--- src/hdl/twl_regs.svh ---
`ifndef TWL_REGS_SVH
`define TWL_REGS_SVH

// timing: link clock period in ns and system clock period in ns
`define TWL_LINK_PERIOD_NS 400
`define TWL_CLK_PERIOD_NS  50
`define TWL_QTR_CYC (`TWL_LINK_PERIOD_NS / (4 * `TWL_CLK_PERIOD_NS))

// memory device addressing
`define TWL_DEV_BASE   7'h50
`define TWL_STRAP_ONE  3'h0
`define TWL_STRAP_TWO  3'h1
`define TWL_MEM_ADDR0  8'h00

// boot image layout
`define TWL_ID_BYTES   4'h8
`define TWL_LOAD_MARK  8'hc2
`define TWL_LOAD_MAX   15'h4000

// writable ram windows
`define TWL_CODE_LO    16'h0000
`define TWL_CODE_HI    16'h3fff
`define TWL_SCR_LO     16'he000
`define TWL_SCR_HI     16'he1ff
`endif

--- src/hdl/twl_pkg.sv ---
package twl_pkg;
  typedef enum logic [1:0] {C_START, C_STOP, C_WR, C_RD} twl_cmd_t;
  typedef enum logic [1:0] {E_IDLE, E_START, E_BITS, E_STOP} twl_eng_t;
  typedef enum logic [3:0] {
    B_WAIT, B_S1, B_DW, B_A1, B_A0, B_S2, B_DR, B_RD, B_P, B_DONE
  } twl_boot_t;
  typedef enum logic [2:0] {P_ID, P_LH, P_LL, P_AH, P_AL, P_DAT} twl_parse_t;
endpackage : twl_pkg

--- src/hdl/twl_boot_master.sv ---
`timescale 1ns/10ps
`include "twl_regs.svh"
module twl_boot_master #(
  parameter logic [3:0] QTR = 4'(`TWL_QTR_CYC)
) (
  input  wire logic       clk_i,
  input  wire logic       rst_n_i,
  input  wire logic       scl_i,
  output      logic       scl_o,
  output      logic       scl_oe_o,
  input  wire logic       sda_i,
  output      logic       sda_o,
  output      logic       sda_oe_o,
  input  wire logic       cpu_go_i,
  input  wire logic [1:0] cpu_cmd_i,
  input  wire logic [7:0] cpu_wdata_i,
  input  wire logic       cpu_nack_i,
  output      logic [7:0] cpu_rdata_o,
  output      logic       cpu_ack_o,
  output      logic       cpu_done_o,
  output      logic       cpu_busy_o,
  output      logic       cpu_reset_o,
  output      logic       boot_done_o,
  output      logic       id_we_o,
  output      logic [3:0] id_idx_o,
  output      logic [7:0] id_data_o,
  output      logic       ram_we_o,
  output      logic [15:0] ram_addr_o,
  output      logic [7:0] ram_data_o
);
  // two-flop synchronisers on the open-drain lines
  logic scl_s1, scl_s, sda_s1, sda_s;
  always_ff @(posedge clk_i or negedge rst_n_i) begin
    if (!rst_n_i) begin
      scl_s1 <= 1'b1;
      scl_s  <= 1'b1;
      sda_s1 <= 1'b1;
      sda_s  <= 1'b1;
    end else begin
      scl_s1 <= scl_i;
      scl_s  <= scl_s1;
      sda_s1 <= sda_i;
      sda_s  <= sda_s1;
    end
  end
  // open drain: only the enables move, the driven level is always low
  assign scl_o = 1'b0;
  assign sda_o = 1'b0;

  // ---------------- byte engine ----------------
  twl_pkg::twl_eng_t st_r, st_nxt;
  twl_pkg::twl_cmd_t cmd_r, cmd_nxt, eng_cmd;
  logic [1:0] q_r, q_nxt;
  logic [3:0] tmr_r, tmr_nxt, bit_r, bit_nxt;
  logic [7:0] sh_r, sh_nxt, eng_tx, crd_r, crd_nxt;
  logic       nk_r, nk_nxt, nak_r, nak_nxt, done_r, done_nxt;
  logic       scl_oe_r, scl_oe_nxt, sda_oe_r, sda_oe_nxt;
  logic       cdone_r, cdone_nxt, cack_r, cack_nxt, cbusy_r, cbusy_nxt;
  logic       eng_go, eng_nack, tick, boot_act, bgo;
  twl_pkg::twl_cmd_t bcmd;
  logic [7:0] btx;
  logic       bnack;

  assign boot_act = 1'b1;
  assign tick     = (tmr_r == 4'h0);
  // the loader owns the port until it finishes; cpu requests are dropped
  always_comb begin
    if (boot_done_o) begin
      eng_go   = cpu_go_i && (st_r == twl_pkg::E_IDLE);
      eng_cmd  = twl_pkg::twl_cmd_t'(cpu_cmd_i);
      eng_tx   = cpu_wdata_i;
      eng_nack = cpu_nack_i;
    end else begin
      eng_go   = bgo;
      eng_cmd  = bcmd;
      eng_tx   = btx;
      eng_nack = bnack;
    end
  end

  always_comb begin
    st_nxt = st_r;   cmd_nxt = cmd_r;  q_nxt = q_r;   bit_nxt = bit_r;
    sh_nxt = sh_r;   nk_nxt = nk_r;    nak_nxt = nak_r;
    scl_oe_nxt = scl_oe_r;  sda_oe_nxt = sda_oe_r;  done_nxt = 1'b0;
    tmr_nxt = tick ? QTR - 4'h1 : tmr_r - 4'h1;
    case (st_r)
      twl_pkg::E_IDLE: begin
        tmr_nxt = QTR - 4'h1;
        if (eng_go) begin
          cmd_nxt = eng_cmd;  sh_nxt = eng_tx;  nk_nxt = eng_nack;
          nak_nxt = 1'b0;     q_nxt = 2'h0;     bit_nxt = 4'h0;
          case (eng_cmd)
            twl_pkg::C_START: st_nxt = twl_pkg::E_START;
            twl_pkg::C_STOP:  st_nxt = twl_pkg::E_STOP;
            default:          st_nxt = twl_pkg::E_BITS;
          endcase
        end
      end
      twl_pkg::E_START: if (tick) begin
        case (q_r)
          2'h0: begin sda_oe_nxt = 1'b0; scl_oe_nxt = 1'b0; q_nxt = 2'h1; end
          2'h1: if (scl_s) begin sda_oe_nxt = 1'b1; q_nxt = 2'h2; end
          default: begin
            scl_oe_nxt = 1'b1; done_nxt = 1'b1; st_nxt = twl_pkg::E_IDLE;
          end
        endcase
      end
      twl_pkg::E_STOP: if (tick) begin
        case (q_r)
          2'h0: begin sda_oe_nxt = 1'b1; q_nxt = 2'h1; end
          2'h1: begin scl_oe_nxt = 1'b0; q_nxt = 2'h2; end
          default: if (scl_s) begin
            sda_oe_nxt = 1'b0; done_nxt = 1'b1; st_nxt = twl_pkg::E_IDLE;
          end
        endcase
      end
      twl_pkg::E_BITS: if (tick) begin
        case (q_r)
          2'h0: begin
            if (bit_r < 4'h8)
              sda_oe_nxt = (cmd_r == twl_pkg::C_WR) ? ~sh_r[7] : 1'b0;
            else
              sda_oe_nxt = (cmd_r == twl_pkg::C_WR) ? 1'b0 : ~nk_r;
            q_nxt = 2'h1;
          end
          2'h1: begin scl_oe_nxt = 1'b0; q_nxt = 2'h2; end
          // a slave holding scl low stretches the bit here
          2'h2: if (scl_s) begin
            if (bit_r < 4'h8)
              sh_nxt = {sh_r[6:0], sda_s};
            else if (cmd_r == twl_pkg::C_WR)
              nak_nxt = sda_s;
            q_nxt = 2'h3;
          end
          default: begin
            scl_oe_nxt = 1'b1;
            q_nxt = 2'h0;
            if (bit_r == 4'h8) begin
              done_nxt = 1'b1; st_nxt = twl_pkg::E_IDLE;
            end else
              bit_nxt = bit_r + 4'h1;
          end
        endcase
      end
      default: st_nxt = twl_pkg::E_IDLE;
    endcase
    cdone_nxt = done_nxt && boot_done_o;
    crd_nxt   = cdone_nxt ? sh_nxt : crd_r;
    cack_nxt  = cdone_nxt ? ~nak_nxt : cack_r;
    cbusy_nxt = ~boot_done_o || (st_nxt != twl_pkg::E_IDLE);
  end

  always_ff @(posedge clk_i or negedge rst_n_i) begin
    if (!rst_n_i) begin
      st_r <= twl_pkg::E_IDLE;  cmd_r <= twl_pkg::C_START;
      q_r <= 2'h0;  tmr_r <= 4'h0;  bit_r <= 4'h0;  sh_r <= 8'h00;
      nk_r <= 1'b0; nak_r <= 1'b0;  done_r <= 1'b0;
      scl_oe_r <= 1'b0;  sda_oe_r <= 1'b0;
      cdone_r <= 1'b0;   cack_r <= 1'b0;  cbusy_r <= 1'b1;  crd_r <= 8'h00;
    end else begin
      st_r <= st_nxt;  cmd_r <= cmd_nxt;  q_r <= q_nxt;  tmr_r <= tmr_nxt;
      bit_r <= bit_nxt;  sh_r <= sh_nxt;  nk_r <= nk_nxt;  nak_r <= nak_nxt;
      done_r <= done_nxt;
      scl_oe_r <= scl_oe_nxt;  sda_oe_r <= sda_oe_nxt;
      cdone_r <= cdone_nxt;  cack_r <= cack_nxt;  cbusy_r <= cbusy_nxt;
      crd_r <= crd_nxt;
    end
  end
  assign scl_oe_o    = scl_oe_r;
  assign sda_oe_o    = sda_oe_r;
  assign cpu_done_o  = cdone_r;
  assign cpu_ack_o   = cack_r;
  assign cpu_busy_o  = cbusy_r;
  assign cpu_rdata_o = crd_r;

  // ---------------- boot loader ----------------
  twl_pkg::twl_boot_t  bst_r, bst_nxt;
  twl_pkg::twl_parse_t pst_r, pst_nxt;
  logic        bw_r, bw_nxt, two_r, two_nxt, rt_r, rt_nxt, fin_r, fin_nxt;
  logic        ld_r, ld_nxt, last;
  logic [3:0]  idx_r, idx_nxt;
  logic [13:0] len_r, len_nxt;
  logic [15:0] adr_r, adr_nxt;
  logic [14:0] tot_r, tot_nxt;
  logic        idwe_nxt, rwe_nxt, crst_nxt, bdone_nxt;
  logic        idwe_r, rwe_r, crst_r, bdone_r, in_win;
  logic [3:0]  idix_r, idix_nxt;
  logic [7:0]  iddat_r, rdat_r, iddat_nxt, rdat_nxt;
  logic [15:0] radr_r, radr_nxt;
  logic [6:0]  dev;

  // the second probe address doubles as the wide-address flag
  assign dev = `TWL_DEV_BASE | {4'h0, two_r ? `TWL_STRAP_TWO
                                              : `TWL_STRAP_ONE};
  assign in_win = (adr_r <= `TWL_CODE_HI) ||
                  (adr_r >= `TWL_SCR_LO && adr_r <= `TWL_SCR_HI);
  // the final byte must be known before it is read so it can be nacked
  always_comb begin
    case (pst_r)
      twl_pkg::P_ID:  last = (idx_r == `TWL_ID_BYTES - 4'h1) && !ld_r;
      twl_pkg::P_AL:  last = fin_r;
      twl_pkg::P_DAT: last = (tot_r == `TWL_LOAD_MAX - 15'h1);
      default:        last = 1'b0;
    endcase
  end

  always_comb begin
    bst_nxt = bst_r;  pst_nxt = pst_r;  bw_nxt = bw_r;  two_nxt = two_r;
    rt_nxt = rt_r;    fin_nxt = fin_r;  ld_nxt = ld_r;  idx_nxt = idx_r;
    len_nxt = len_r;  adr_nxt = adr_r;  tot_nxt = tot_r;
    idwe_nxt = 1'b0;  rwe_nxt = 1'b0;   idix_nxt = idix_r;
    iddat_nxt = iddat_r;  rdat_nxt = rdat_r;  radr_nxt = radr_r;
    bgo = 1'b0;  bcmd = twl_pkg::C_START;  btx = 8'h00;  bnack = 1'b0;
    if (bst_r != twl_pkg::B_WAIT && bst_r != twl_pkg::B_DONE && !bw_r) begin
      bgo = 1'b1;
      bw_nxt = 1'b1;
    end
    if (done_r)
      bw_nxt = 1'b0;
    case (bst_r)
      // leaves this state once per power-on reset only
      twl_pkg::B_WAIT: bst_nxt = twl_pkg::B_S1;
      twl_pkg::B_S1: if (done_r) bst_nxt = twl_pkg::B_DW;
      twl_pkg::B_DW: begin
        bcmd = twl_pkg::C_WR;
        btx  = {dev, 1'b0};
        if (done_r) begin
          if (!nak_r)
            bst_nxt = two_r ? twl_pkg::B_A1 : twl_pkg::B_A0;
          else begin
            rt_nxt  = ~two_r;
            two_nxt = 1'b1;
            bst_nxt = twl_pkg::B_P;
          end
        end
      end
      twl_pkg::B_A1: begin
        bcmd = twl_pkg::C_WR;
        btx  = `TWL_MEM_ADDR0;
        if (done_r) bst_nxt = twl_pkg::B_A0;
      end
      twl_pkg::B_A0: begin
        bcmd = twl_pkg::C_WR;
        btx  = `TWL_MEM_ADDR0;
        if (done_r) bst_nxt = twl_pkg::B_S2;
      end
      twl_pkg::B_S2: if (done_r) bst_nxt = twl_pkg::B_DR;
      twl_pkg::B_DR: begin
        bcmd = twl_pkg::C_WR;
        btx  = {dev, 1'b1};
        if (done_r) bst_nxt = nak_r ? twl_pkg::B_P : twl_pkg::B_RD;
      end
      twl_pkg::B_RD: begin
        bcmd  = twl_pkg::C_RD;
        bnack = last;
        if (done_r) begin
          if (last) bst_nxt = twl_pkg::B_P;
          case (pst_r)
            twl_pkg::P_ID: begin
              idwe_nxt = 1'b1;  idix_nxt = idx_r;  iddat_nxt = sh_r;
              if (idx_r == 4'h0) ld_nxt = (sh_r == `TWL_LOAD_MARK);
              idx_nxt = idx_r + 4'h1;
              if (idx_r == `TWL_ID_BYTES - 4'h1) pst_nxt = twl_pkg::P_LH;
            end
            twl_pkg::P_LH: begin
              fin_nxt = sh_r[7];  len_nxt[13:8] = sh_r[5:0];
              pst_nxt = twl_pkg::P_LL;
            end
            twl_pkg::P_LL: begin
              len_nxt[7:0] = sh_r;  pst_nxt = twl_pkg::P_AH;
            end
            twl_pkg::P_AH: begin
              adr_nxt[15:8] = sh_r; pst_nxt = twl_pkg::P_AL;
            end
            twl_pkg::P_AL: begin
              adr_nxt[7:0] = sh_r;
              pst_nxt = (len_r == 14'h0000) ? twl_pkg::P_LH : twl_pkg::P_DAT;
            end
            default: begin
              // out-of-window bytes are consumed but never written
              rwe_nxt  = in_win;
              radr_nxt = adr_r;
              rdat_nxt = sh_r;
              adr_nxt  = adr_r + 16'h0001;
              len_nxt  = len_r - 14'h0001;
              tot_nxt  = tot_r + 15'h0001;
              if (len_r == 14'h0001) pst_nxt = twl_pkg::P_LH;
            end
          endcase
        end
      end
      twl_pkg::B_P: begin
        bcmd = twl_pkg::C_STOP;
        if (done_r) begin
          rt_nxt  = 1'b0;
          bst_nxt = rt_r ? twl_pkg::B_S1 : twl_pkg::B_DONE;
        end
      end
      twl_pkg::B_DONE: bst_nxt = twl_pkg::B_DONE;
      default:         bst_nxt = twl_pkg::B_DONE;
    endcase
    crst_nxt  = (bst_nxt != twl_pkg::B_DONE);
    bdone_nxt = (bst_nxt == twl_pkg::B_DONE);
  end

  always_ff @(posedge clk_i or negedge rst_n_i) begin
    if (!rst_n_i) begin
      bst_r <= twl_pkg::B_WAIT;  pst_r <= twl_pkg::P_ID;
      bw_r <= 1'b0;  two_r <= 1'b0;  rt_r <= 1'b0;  fin_r <= 1'b0;
      ld_r <= 1'b0;  idx_r <= 4'h0;  len_r <= 14'h0000;
      adr_r <= 16'h0000;  tot_r <= 15'h0000;
      idwe_r <= 1'b0;  rwe_r <= 1'b0;  crst_r <= 1'b1;  bdone_r <= 1'b0;
      idix_r <= 4'h0;  iddat_r <= 8'h00;  rdat_r <= 8'h00;
      radr_r <= 16'h0000;
    end else begin
      bst_r <= bst_nxt;  pst_r <= pst_nxt;  bw_r <= bw_nxt;
      two_r <= two_nxt;  rt_r <= rt_nxt;  fin_r <= fin_nxt;  ld_r <= ld_nxt;
      idx_r <= idx_nxt;  len_r <= len_nxt;  adr_r <= adr_nxt;
      tot_r <= tot_nxt;  idwe_r <= idwe_nxt;  rwe_r <= rwe_nxt;
      crst_r <= crst_nxt;  bdone_r <= bdone_nxt;  idix_r <= idix_nxt;
      iddat_r <= iddat_nxt;  rdat_r <= rdat_nxt;  radr_r <= radr_nxt;
    end
  end
  assign cpu_reset_o = crst_r;
  assign boot_done_o = bdone_r;
  assign id_we_o     = idwe_r;
  assign id_idx_o    = idix_r;
  assign id_data_o   = iddat_r;
  assign ram_we_o    = rwe_r;
  assign ram_addr_o  = radr_r;
  assign ram_data_o  = rdat_r;
endmodule : twl_boot_master

--- config.mk ---
export PLATFORM = sky130hd
export DESIGN_NAME = twl_boot_master
export DESIGN_NICKNAME = d
export VERILOG_FILES = /design/src/hdl/twl_pkg.sv /design/src/hdl/twl_boot_master.sv
export VERILOG_INCLUDE_DIRS = /design/src /design/src/hdl
export SDC_FILE = /design/constraint.sdc
export NUM_CORES = 1
export LEC_CHECK = 0
export BUFFER_PORTS_ARGS = -buffer_cell sky130_fd_sc_hd__buf_4
export CAP_MARGIN = 10
export CORE_ASPECT_RATIO = 0.7
export CORE_UTILIZATION = 54
export DETAILED_ROUTE_END_ITERATION = 12
export PLACE_DENSITY = 0.74
export SLEW_MARGIN = 20
export SYNTH_ARGS = -nofsm -noshare
export SYNTH_HDL_FRONTEND = slang
export SYNTH_SLANG_ARGS = --single-unit
--- constraint.sdc ---
create_clock -name clk_i -period 5.7 [get_ports clk_i]
set_input_delay 1.14 -clock clk_i [delete_from_list [all_inputs] [get_ports clk_i]]
set_output_delay 1.14 -clock clk_i [all_outputs]
set_load 0.05 [all_outputs]
Yosys cells after proc, flatten, opt, wreduce, memory -nomap -nowiden:

Cells that the tools add are included.

* register bits: 143
* bits of input ports: 16
* output and inout port bits: 55
* word-level logic and storage cells: 271

* add/sub/neg operators: 6
* $lt $le $gt $ge: 4
* equal/unequal tests: 48
* mux-type cells: 113
* bitwise operators: 10
* reduce and logical (&&, ||, !) cells: 50

Operators by type and width (count)
* $pmux 8 s2: 5
* $mux 4: 18
* $mux 8: 6
* $mux 1: 43
* $pmux 4 s9: 1
* $mux 2: 16
* $ne 2x2->1 const B: 15
* $reduce_and 3->1: 8
* $eq 4x3->1 const B: 5
* $reduce_or 4->1: 5
* $add 16x1->16 const B: 1
* $ge 16x16->1 const B: 1
* $le 16x14->1 const B: 1
* $le 16x16->1 const B: 1
* $pmux 2 s4: 2
* $add 15x1->15 const B: 1
* $eq 15x14->1 const B: 1
* $ne 3x3->1 const B: 5
* $pmux 3 s5: 1
* $eq 14x1->1 const B: 1
* $logic_not 14->1: 1
* $sub 14x1->14 const B: 1
* $eq 4x4->1 const B: 3
* $logic_not 4->1: 3
* 38 further kinds: 86

Depth between registers and ports, before layout:

Gate-level depths: netlist of the first run.

* depth in word-level cells: 10
* gate-level depth with buffers: 9
* gate-level depth less buffers: 7

Least setup slack after synthesis of the first run:

OpenSTA, ideal clock, no wires.

* path type: input-to-reg
* start: input cpu_go_i
* end: register crd_r[7], in the netlist cpu_rdata_o[7]
* library setup time: 0.125 ns
* arrival time: 2.404 ns
* required time: 5.575 ns
* setup slack: 3.171 ns
* stages: 5
* path buffers: 0
* path through: a211o_1 -> o221ai_1 -> a21oi_1 -> a221o_1 -> mux2_2

* longest elaborated chain between the ends: 4

Ends and longest elaborated chain
* from (decl): line twl_boot_master.sv:14 `input wire logic cpu_go_i,`
* $logic_and 1x1->1: line twl_boot_master.sv:69 `eng_go = cpu_go_i && (st_r == twl_pkg::E_IDLE);`
* $mux 1: line twl_boot_master.sv:68 `if (boot_done_o) begin`
* $mux 8: line twl_boot_master.sv:89 `if (eng_go) begin`
* $pmux 8 s2: line twl_boot_master.sv:86 `case (st_r)`
* named net sh_nxt[7]: line twl_boot_master.sv:55 `logic [7:0] sh_r, sh_nxt, eng_tx, crd_r, crd_nxt;`
* to (signal assigned): line twl_boot_master.sv:166 `crd_r <= crd_nxt;`
* to (decl): line twl_boot_master.sv:55

The timed path passes the listed nets, and every way through them passes these cells.
A chain may end at the register's enable or synchronous reset.

Worst setup path in the final report of the first run:

* start: register bst_r[3]
* end: register adr_r[14]

* longest elaborated chain between the ends: 2

Ends and longest elaborated chain
* from (decl): line twl_boot_master.sv:177 `twl_pkg::twl_boot_t bst_r, bst_nxt;`
* from (signal assigned): line twl_boot_master.sv:308 `bst_r <= twl_pkg::B_WAIT; pst_r <= twl_pkg::P_ID;`
* from (signal assigned): line twl_boot_master.sv:316 `bst_r <= bst_nxt; pst_r <= pst_nxt; bw_r <= bw_nxt;`
* $eq 4x3->1: line twl_boot_master.sv:220 `case (bst_r)`
* $reduce_and 3->1 (no source line)
* to (signal assigned): line twl_boot_master.sv:318 `idx_r <= idx_nxt; len_r <= len_nxt; adr_r <= adr_nxt;`
* to (decl): line twl_boot_master.sv:183 `logic [15:0] adr_r, adr_nxt;`

No other way between the ends.

==> results.md, run 1 <==
* Status: completed
* Share of cells above drive strength 1 at 15.6%
* Initial antenna violation count at 0
* Std cell rows at 35
* CTS Buf Count at 17
* I/O pins at between 70 and 80
* Mapped Cells at 808
* Max-slew violations at 0
* Post-CTS setup buffers at 0
* Final wirelength at 18700 um
* GRT Util Overall at 27.8%
* Peak Freq at 354 MHz
* Combinational family with the most area after synthesis: simple AND/OR/NAND/NOR gates
* Most instantiated cells after synthesis: 178 x nand2_1, 137 x dfrtp_1, 59 x a21oi_1
* Yosys top cell area share at a little under half
* CTS tree: yes
* Max cap viols at 0
* Synth Area in XOR/XNOR at under 10%
* # DRC at 0
* Max IR drop VDD at 0.226 mV
* Slew @ Worst Pin at around 1.1 ns
* Drt initial violations at roughly 520
* Initial core utilization at between 50% and 60%
* Yosys top cell by area: dfrtp_1
* Normalized max-slew margin at 28.6%
* P&R area growth vs syn at 15.2%
* Flops & latches, synth at 143
* DR WL/cell at 17.9 um
* Simple-Gate Fraction of Synth Area at a little over a fifth
* Leak Pwr at around 4.0 nW
* Die area at about 14000 sq um
* Reg clk slew, reported paths at 0.06 ns
* Vias per cell at 5.93
* Placed cell count at between 1k and 1.5k
* GRT overflow at 0
* CTS max path bufs at 2
* Setup violations, final at 0
* Vias in the first global route at 5762
* Crit Path Max Fanout at 14
* Antenna Nets Post-Route at 0
* HPWL after detailed placement at between 10000 and 15000 um
* Compound-Gate Fraction of Synth Area at 16.1%
* Part of the Yosys area used for sequential elements at 48.8%
* Most used DFF post-synth: dfrtp_1
* Fin crit share at roughly half
* H-tree Lvls at 4
* PortBufs at 68
* Required @ worst endpoint at between 5 and 6 ns
* Fill cell count at 1096
* Clk_lat worst skew at around 0.42 ns
* Die Ht at around 100 um
* PwrDens at ~340 nW/um^2
* Async SR Flop Fraction at 100%
* Final Hold Viols at 0
* Antenna Cells at 0
* Worst Skew at 0.00818 ns
* Post_cts resized at 0
* Synth top area cells: dfrtp_1 47%, nand2_1 9.1%, a21oi_1 4.0%
* Hold Path Class: reg -> reg
* Post-synthesis average cell area at slightly above 9 sq um
* Core area at about 13000 sq um
* Mapped cell area at 7350 sq um
* Library cells used by synthesis at 73
* RSZ-0062 raised after global routing: false
* Total number of vias at 6190
* Pin count of the biggest net entering global routing at around 100
* CP Class: reg -> reg
* Adder-Cell Fraction of Synth Area at roughly 2.7%
* Worst setup SP type: register
* Syn. warnings at 0
* Cell Count, Final, Fillers Out at roughly 1.0k
* 1st-pass router iterations at 7
* Post-synthesis mux area share at about 3.8%
* Nets at slightly below 900
* Cts-stage hold buffer count at 0
* Post-synth EDFFs at 0
* TritonCTS Sinks at 143
* Chip width at 141 um
* Final RePlAce weighted congestion at roughly 0.84
* Arrival time worst endpoint at between 3 and 4 ns
* First-pass GRT wire length at around 30000 um
* Setup TNS Final at 0 ns
* CP Capture Type: register
* Clock root cell: clkbuf_16
* Most frequent cell after synthesis: nand2_1
* Min Clock Period, post-route at 2.83 ns
worst max-delay path: stages (launching register included):
cell and delay (ns):
dfrtp_1 0.54, and4b_1 0.49, nand2_1 0.28, a21oi_1 0.90, nand4_1 0.16, o311ai_0 0.33
through the flow:
step                      area [sq um]  hold slack, ns  setup WS, ns  utilization [%]  power [mW]
after floorplan                   7360           0.345          3.17                -        1.66
after global placement            7900           0.346          2.87             59.7        1.81
after detailed placement          7900           0.348          2.78             59.7        1.83
after CTS                         8470           0.357          2.89             64.0        2.90
after global routing              8470           0.358          2.67             64.0        3.03
final                             8470           0.356          2.87             64.0        2.91
cell type report:
type                       instances  area [sq um]  area share, %
tap                              185           231           2.73
clock buffer                      18           439           5.19
inverter                          21          78.8          0.931
clock inverter                    14           131           1.55
timing repair buffer              70           529           6.25
multi-input combinational        592          3470           41.0
sequential                       143          3590           42.3
power breakdown:
part | switching (mW) | internal, mW | leakage, nW | total [mW]
Sequential | 0.189 | 1.10 | 1.93 | 1.28
Clock | 0.456 | 0.617 | 0.270 | 1.07
Combinational | 0.348 | 0.207 | 1.80 | 0.555
Total | 0.993 | 1.92 | 4.01 | 2.91
metal layers:
layer	wire [um]	track usage, %	vias to the layer above
met5	0	0	-
met4	264	8.77	0
met3	1460	6.11	29
met2	8180	41.3	241
met1	8750	40.7	3018
li1	-	-	2902
cell families (layout without fill, tap and decap cells):
kind of cell | after synthesis | after routing
AOI/OAI and AO/OA | 187 | 187
other | 1 | 2
DFF | 143 | 143
adders and majority gates | 16 | 16
buffers and inverters | 74 | 123
xor gates and xnor gates | 23 | 23
and+or+nand+nor | 340 | 340
muxes | 24 | 24
state kept, by name (all words and copies together), names as in the netlist, 3 cells and up:
register,count
id_data_o,8
cpu_rdata_o,8
bit_r,4
adr_r,16
tmr_r,4
bst_r,4
len_r,14
sh_r,8
id_idx_o,4
ram_data_o,8
tot_r,15
pst_r,3
ram_addr_o,16
idx_r,4
worst paths after layout:
path | startpoint | endpoint | slack, ns | depth (start not counted)
hold reg to reg | scl_s1$_DFF_PN1_ | scl_s$_DFF_PN1_ | 0.36 | 0
setup / recovery | bst_r[3]$_DFF_PN0_ | adr_r[14]$_DFFE_PN0P_ | 2.87 | 5
max in group asynchronous | rst_n_i | sda_s$_DFF_PN1_ | 3.79 | 2
setup reg to reg | bst_r[3]$_DFF_PN0_ | adr_r[14]$_DFFE_PN0P_ | 2.87 | 5
min in group asynchronous | rst_n_i | id_idx_o[2]$_DFFE_PN0P_ | 0.80 | 1
hold / removal | scl_s1$_DFF_PN1_ | scl_s$_DFF_PN1_ | 0.36 | 0
layout by cell type, fill, tap and decap left out, types with 6 or more instances in the layout:
cell,n
nand4_1,11
o31ai_1,6
ha_1,16
and4_1,7
o21ai_0,47
dfstp_2,6
dfrtp_1,137
inv_1,20
nor2b_1,6
a31oi_1,9
clkbuf_16,17
o22ai_1,12
xnor2_1,18
nand2_1,178
and3_1,6
nor2_1,47
nand3b_1,6
nor3_1,12
nor3b_1,7
nand3_1,24
o211ai_1,6
mux2i_1,10
a2bb2oi_1,7
mux2_2,9
buf_4,69
a21oi_1,59
and2_1,6
Power figures use the tool's default switching activity.
==> inputs of run 2 (changes only) <==
--- a/config.mk
+++ b/config.mk
@@ -6,6 +6,7 @@
 export SDC_FILE = /design/constraint.sdc
 export NUM_CORES = 1
 export LEC_CHECK = 0
+export ABC_AREA = 1
 export BUFFER_PORTS_ARGS = -buffer_cell sky130_fd_sc_hd__buf_4
 export CAP_MARGIN = 10
 export CORE_ASPECT_RATIO = 0.7
==> constraint.sdc (replaced) <==
create_clock -name clk_i -period 2.75 [get_ports clk_i]
set_input_delay 0.55 -clock clk_i [delete_from_list [all_inputs] [get_ports clk_i]]
set_output_delay 0.55 -clock clk_i [all_outputs]
set_load 0.05 [all_outputs]
==> results.md, run 2 <==
* Worst reg-to-reg path cell count at 9 (was 5)
* Required @ worst endpoint at 3.06 ns (was 5.99 ns)
* Peak Freq at 458 MHz (was 354 MHz)
* Commonest non-fill, non-tap cell in the layout: nand2_1 (unchanged)
* WHS at 0.0654 ns (was 0.356 ns)
* Arrival time worst endpoint at 2.49 ns (was 3.12 ns)
* Final RePlAce weighted congestion at 0.932 (was 0.835)
* H-tree Lvls at 4 (unchanged)
* Compound-Gate Fraction of Synth Area at 12.1% (was 16.1%)
* Hold Path Class: in -> async (was reg -> reg)
* Initial antenna violation count at 0 (unchanged)
* Mapped cell area at 7370 sq um (was 7350 sq um)
* CP Capture Type: register (unchanged)
* R2r startpoint: st_r[1]$_DFF_PN0_ (was bst_r[3]$_DFF_PN0_)
* CTS tree: yes (unchanged)
* Slew @ Worst Pin at 0.552 ns (was 1.07 ns)
* DR WL/cell at 15.5 um (was 17.9 um)
* Die area at 14100 sq um (about the same)
* Part of the Yosys area used for sequential elements at 48.6% (was 48.8%)
* Worst setup SP type: register (unchanged)
* RSZ-0062 raised after global routing: false (unchanged)
* Fin util at 66.3% (was 64.0%)
* Library cells used by synthesis at 40 (was 73)
* Most instantiated cells after synthesis: 237 x nand2_1, 137 x dfrtp_1, 104 x inv_1 (was 178 x nand2_1, 137 x dfrtp_1, 59 x a21oi_1)
* Cts-stage hold buffer count at 0 (unchanged)
* Drt initial violations at 706 (was 518)
* Final wirelength at 18700 um (about the same)
* Std cell rows at 35 (unchanged)
* R2r setup slk at 0.57 ns (was 2.87 ns)
* Max-slew violations at 0 (unchanged)
* Die Ht at 99.8 um (was 99.6 um)
* Min Clock Period, post-route at 2.18 ns (was 2.83 ns)
* Fin crit share at 79.4% (was 49.6%)
* Worst setup margin at 0.566 ns (was 2.87 ns)
* Chip width at 142 um (was 141 um)
* Fill cell count at 1100 (was 1096)
* Reg clk slew, reported paths at 0.06 ns (about the same)
* Max IR drop VDD at 0.802 mV (was 0.226 mV)
* Flops & latches, synth at 143 (unchanged)
* Post-CTS setup buffers at 0 (unchanged)
* Setup violations, final at 0 (unchanged)
* Async SR Flop Fraction at 100% (unchanged)
* Antenna Nets Post-Route at 0 (unchanged)
* I/O pins at 71 (unchanged)
* P&R area growth vs syn at 18.9% (was 15.2%)
* Mapped Cells at 928 (was 808)
* Crit Path Max Fanout at 13 (was 14)
* Yosys top cell by area: dfrtp_1 (unchanged)
* Most frequent cell after synthesis: nand2_1 (unchanged)
* Final Hold Viols at 0 (unchanged)
* Total number of vias at 6536 (was 6190)
* HPWL after detailed placement at 13300 um (was 12700 um)
* Most used DFF post-synth: dfrtp_1 (unchanged)
* Worst reg2reg endpoint: cpu_rdata_o[0]$_DFFE_PN0P_ (was adr_r[14]$_DFFE_PN0P_)
* Core area at 13200 sq um (unchanged)
* Initial core utilization at 55.7% (was 55.6%)
* Normalized max-slew margin at 63.2% (was 28.6%)
* Clock root cell: clkbuf_16 (unchanged)
* Leak Pwr at 4.46 nW (was 4.01 nW)
* Adder-Cell Fraction of Synth Area at 2.72% (about the same)
* TritonCTS Sinks at 143 (unchanged)
* GRT Util Overall at 28.3% (was 27.8%)
* PortBufs at 68 (unchanged)
* Vias in the first global route at 6156 (was 5762)
* Synth top area cells: dfrtp_1 47%, nand2_1 12%, o21ai_0 6.9% (was dfrtp_1 47%, nand2_1 9.1%, a21oi_1 4.0%)
* CTS Buf Count at 17 (unchanged)
* Post-synth EDFFs at 0 (unchanged)
* Post_cts resized at 0 (unchanged)
* CP Class: reg -> reg (unchanged)
* Clk_lat worst skew at 0.42 ns (about the same)
* GRT overflow at 0 (unchanged)
* Share of cells above drive strength 1 at 13.9% (was 15.6%)
* Reg area at 3590 sq um (unchanged)
* 1st-pass router iterations at 6 (was 7)
* Setup TNS Final at 0 ns (unchanged)
* PwrDens at 812 nW/um^2 (was 344 nW/um^2)
* Simple-Gate Fraction of Synth Area at 26.2% (was 21.8%)
* Worst Skew at 0.0104 ns (was 0.00818 ns)
* Max cap viols at 0 (unchanged)
* Area of the multi-input gates at 3280 sq um (was 3470 sq um)
* Nets at 1039 (was 877)
* Combinational family with the most area after synthesis: simple AND/OR/NAND/NOR gates (unchanged)
* # DRC at 0 (unchanged)
* Post-synthesis mux area share at 0% (was 3.76%)
* Syn. warnings at 0 (unchanged)
* Pre-CTS setup slack at 0.662 ns (was 2.78 ns)
* Vias per cell at 5.42 (was 5.93)
* Antenna Cells at 0 (unchanged)
* Most frequent cells in the layout: 237 x nand2_1, 137 x dfrtp_1, 104 x inv_1 (was 178 x nand2_1, 137 x dfrtp_1, 69 x buf_4)
* Status: completed (unchanged)
* Post-synthesis average cell area at 7.94 sq um (was 9.10 sq um)
* Yosys top cell area share at 46.5% (was 46.6%)
* Pin count of the biggest net entering global routing at 55 (was 102)
* CTS max path bufs at 2 (unchanged)
* Synth Area in XOR/XNOR at 3.33% (was 2.74%)
* First-pass GRT wire length at 31200 um (was 29900 um)
* Power Total at 7.12 mW (was 2.91 mW)
[run 2: changes by cell type after synthesis, moves of 8 or more]
cell	previous run	this run
inv_1	20	104
nand2_1	178	237
o21ai_0	47	102
nor2_1	47	89
nand3_1	24	62
clkbuf_1	43	10
a21oi_1	59	37
xor2_1	5	20
mux2i_1	10	0
xnor2_1	18	8
mux2_2	9	0
o22ai_1	12	4
[run 2: worst max-delay path: stages (launching register included)]
cell	delay [ns]
dfrtp_1	0.51
inv_1	0.14
nor2_2	0.45
inv_1	0.27
nor2_4	0.23
inv_1	0.11
nand3_1	0.10
nand3_1	0.13
nand2_1	0.09
nand2_1	0.04
[run 2: worst max path at each step]
stage                          startpoint                          to  slack (ns)  depth (start not counted)
floorplan           boot_done_o$_DFF_PN0_        cpu_busy_o$_DFF_PN1_        0.98                         11
global placement        st_r[1]$_DFF_PN0_  cpu_rdata_o[7]$_DFFE_PN0P_        0.75                          9
detailed placement      st_r[1]$_DFF_PN0_  cpu_rdata_o[0]$_DFFE_PN0P_        0.66                          9
CTS                     st_r[1]$_DFF_PN0_  cpu_rdata_o[0]$_DFFE_PN0P_        0.65                          9
global route         pst_r[1]$_DFFE_PN0P_            ld_r$_DFFE_PN0P_        0.43                          8
finish                  st_r[1]$_DFF_PN0_  cpu_rdata_o[0]$_DFFE_PN0P_        0.57                          9
[run 2: area by class of cell]
type	instances	area share (%)
well taps	185	2.64
flip-flops and latches	143	40.9
inverters	113	4.84
clock buffers	19	5.05
clock inverters	13	2.43
repair buffers	77	6.78
multi-input cells	655	37.4
[run 2: per-stage QoR]
stage	cells	area (sq um)
after CTS	1205	8770
final	1205	8770
after floorplan	929	7380
after detailed placement	1173	8110
after global placement	1173	8110
after global routing	1205	8770
[run 2: kinds of logic (layout without fill, tap and decap cells)]
group,count (synthesis),count (layout)
compound gates,167,167
xor+xnor,28,28
fa+ha+maj,16,16
buf+inv,131,222
flops,143,143
other cells,1,2
simple gates,442,442
[run 2: routing by layer]
metal,GRT usage (%),routed length [um],vias up
met3,6.45,1660,19
met1,44.7,9290,3051
met5,0,0,-
met4,7.20,206,0
li1,-,-,3163
met2,38.5,7540,303
[run 2: where the power goes]
part | leakage (nW) | switching (mW) | internal, mW
Clock | 0.310 | 0.933 | 1.64
Combinational | 2.25 | 1.35 | 0.526
Sequential | 1.90 | 0.296 | 2.37
==> inputs of run 3 (changes only) <==
==> constraint.sdc (replaced) <==
create_clock -name clk_i -period 2.1 [get_ports clk_i]
set_input_delay 0.42 -clock clk_i [delete_from_list [all_inputs] [get_ports clk_i]]
set_output_delay 0.42 -clock clk_i [all_outputs]
set_load 0.05 [all_outputs]
==> results.md, run 3 (synthesis gave the netlist of run 2 again) <==
* CTS max path bufs at 2 (unchanged)
* PortBufs at 68 (unchanged)
* # DRC at 0 (unchanged)
* Initial core utilization at 55.7% (unchanged)
* Drt initial violations at 783 (was 706)
* Fill cell count at 1122 (was 1100)
* Crit Path Max Fanout at 10 (was 13)
* CTS tree: yes (unchanged)
* Net Sw Frac at 36.0% (was 36.2%)
* 1st-pass router iterations at 5 (was 6)
* Die area at 14100 sq um (unchanged)
* Post-CTS setup buffers at 0 (unchanged)
* Worst setup SP type: register (unchanged)
* Hold Path Class: in -> reg (was in -> async)
* Fin crit share at 91.4% (was 79.4%)
* Setup violations, final at 0 (unchanged)
* Clock root cell: clkbuf_16 (unchanged)
* Die Ht at 99.8 um (unchanged)
* H-tree Lvls at 4 (unchanged)
* Cell Count, Final, Fillers Out at 1215 (was 1205)
* DR WL/cell at 16.0 um (was 15.5 um)
* Clock Power Share at 35.9% (was 36.2%)
* Max-slew violations at 0 (unchanged)
* Worst path cell trace: inv_1, nor2_4, nand2_2, nor2_8, nand2_2, inv_2, nand2_2, inv_2, o211ai_1, nand2_1, nand2_1 (was inv_1, nor2_2, inv_1, nor2_4, inv_1, nand3_1, nand3_1, nand2_1, nand2_1)
* Max IR drop VDD at 1.11 mV (was 0.802 mV)
* Status: completed (unchanged)
* Arrival time worst endpoint at 2.22 ns (was 2.49 ns)
* GRT Util Overall at 29.4% (was 28.3%)
* Total number of vias at 6593 (was 6536)
* Nets at 1049 (was 1039)
* Min Clock Period, post-route at 1.92 ns (was 2.18 ns)
* Std cell rows at 35 (unchanged)
* Antenna Cells at 0 (unchanged)
* Cell area after placement at 8190 sq um (was 8110 sq um)
* Initial antenna violation count at 0 (unchanged)
* Combinational fraction of design power at 27.0% (was 26.3%)
* Vias in the first global route at 6109 (was 6156)
* Final wirelength at 19400 um (was 18700 um)
* GRT overflow at 0 (unchanged)
* Max cap viols at 0 (unchanged)
* HPWL after detailed placement at 14000 um (was 13300 um)
* Hold depth at 1
* P_int at 6.02 mW (was 4.54 mW)
* Worst reg-to-reg path cell count at 11 (was 9)
* P_sw at 3.39 mW (was 2.58 mW)
* Setup TNS Final at 0 ns (unchanged)
* Pin count of the biggest net entering global routing at 51 (was 55)
* Antenna Nets Post-Route at 0 (unchanged)
* CP Class: reg -> reg (unchanged)
* TritonCTS Sinks at 143 (unchanged)
* Most frequent cells in the layout: 237 x nand2_1, 137 x dfrtp_1, 104 x inv_1 (unchanged)
* Vias per cell at 5.43 (was 5.42)
* Post-route cell area at 8870 sq um (was 8770 sq um)
* Final Hold Viols at 0 (unchanged)
* First-pass GRT wire length at 31700 um (was 31200 um)
* Leak Pwr at 4.51 nW (was 4.46 nW)
* PwrDens at 1060 nW/um^2 (was 812 nW/um^2)
* Share of cells above drive strength 1 at 15.0% (was 13.9%)
* P&R area growth vs syn at 20.4% (was 18.9%)
* Chip width at 142 um (unchanged)
* Worst Skew at 0.00846 ns (was 0.0104 ns)
* CTS Buf Count at 17 (unchanged)
* CP Capture Type: register (unchanged)
* Required @ worst endpoint at 2.40 ns (was 3.06 ns)
* Max incr delay on CP at 0.44 ns (was 0.51 ns)
* Sequential power share at 37.1% (was 37.5%)
* Placed cell count at 1182 (was 1173)
* Clk_lat worst skew at 0.42 ns (about the same)
* I/O pins at 71 (unchanged)
* Peak Freq at 521 MHz (was 458 MHz)
* Reg clk slew, reported paths at 0.06 ns (about the same)
* Slowest cell on the critical path: dfrtp_1 (unchanged)
* Final RePlAce weighted congestion at 1.03 (was 0.932)
* Core area at 13200 sq um (unchanged)
* CP dominant cell by count: nand2_2 (was inv_1)
* Commonest non-fill, non-tap cell in the layout: nand2_1 (unchanged)
-- run 3: cell count changes in the layout (fill, tap and decap cells not counted) --
cell	before	now
buf_12	1	2
buf_4	75	83
clkbuf_8	1	2
clkinv_2	1	0
clkinv_4	3	2
dlygate4sd3_1	0	1
inv_6	1	2
nor2_1	89	86
nor2_2	4	7
-- run 3: final timing paths --
kind	startpoint	to	slack, ns
worst max-delay path	bst_r[2]$_DFF_PN0_	adr_r[11]$_DFFE_PN0P_	0.18
worst min-delay path	scl_i	scl_s1$_DFF_PN1_	0.10
worst max register to register	bst_r[2]$_DFF_PN0_	adr_r[11]$_DFFE_PN0P_	0.18
worst min register to register	sda_s1$_DFF_PN1_	sda_s$_DFF_PN1_	0.36
max in group asynchronous	rst_n_i	scl_s1$_DFF_PN1_	0.92
min in group asynchronous	rst_n_i	bw_r$_DFFE_PN0P_	0.51
-- run 3: per-stage QoR --
stage / total power, mW / utilization [%] / worst slack (ns) / hold slack, ns
floorplan: 5.11 / - / 0.328 / 0.124
global placement: 5.98 / 61.9 / 0.187 / 0.347
detailed placement: 6.00 / 61.9 / 0.195 / 0.347
CTS: 9.38 / 67.0 / 0.192 / 0.0963
global route: 9.83 / 67.1 / -0.00242 / 0.0864
finish: 9.40 / 67.1 / 0.180 / 0.102
-- run 3: repair_timing --
action                                 CTS  global route
endpoints found under the hold margin   42             0
setup endpoints to repair                0             7
resized for setup                        0             3
hold buffers                             1             0
-- run 3: power groups by stage --
stage	Sequential, mW	Combinational [mW]	Clock (mW)
2_1_floorplan	3.84	1.26	0
3_3_place_gp	3.51	2.47	0
3_5_place_dp	3.51	2.50	0
4_1_cts	3.47	2.50	3.41
5_1_grt	3.52	2.76	3.55
6_report	3.48	2.54	3.38
-- run 3: worst max-delay path: cells and delay by family (launching register included) --
| kind | cells | cell delay, ns |
|---|---|---|
| compound gates | 1 | 0.16 |
| buf+inv | 3 | 0.39 |
| flops | 1 | 0.44 |
| simple gates | 7 | 0.80 |
-- run 3: routing by layer --
layer  wire length (um)  part of all wire, %  GRT usage [%]
met1               9350                   48           44.8
met2               8170                   42           40.7
met3               1770                  9.1           8.28
met4                154                 0.79           7.53
met5                  0                    0              0
-- run 3: cell type report --
| class | count | area [sq um] | share of cell area (%) |
|---|---|---|---|
| inverters | 113 | 424 | 4.78 |
| multi-input cells | 655 | 3280 | 37.0 |
| flip-flops and latches | 143 | 3590 | 40.4 |
| clock buffers | 20 | 457 | 5.15 |
| clock inverters | 12 | 208 | 2.34 |
| well taps | 185 | 231 | 2.61 |
| repair buffers | 87 | 684 | 7.71 |
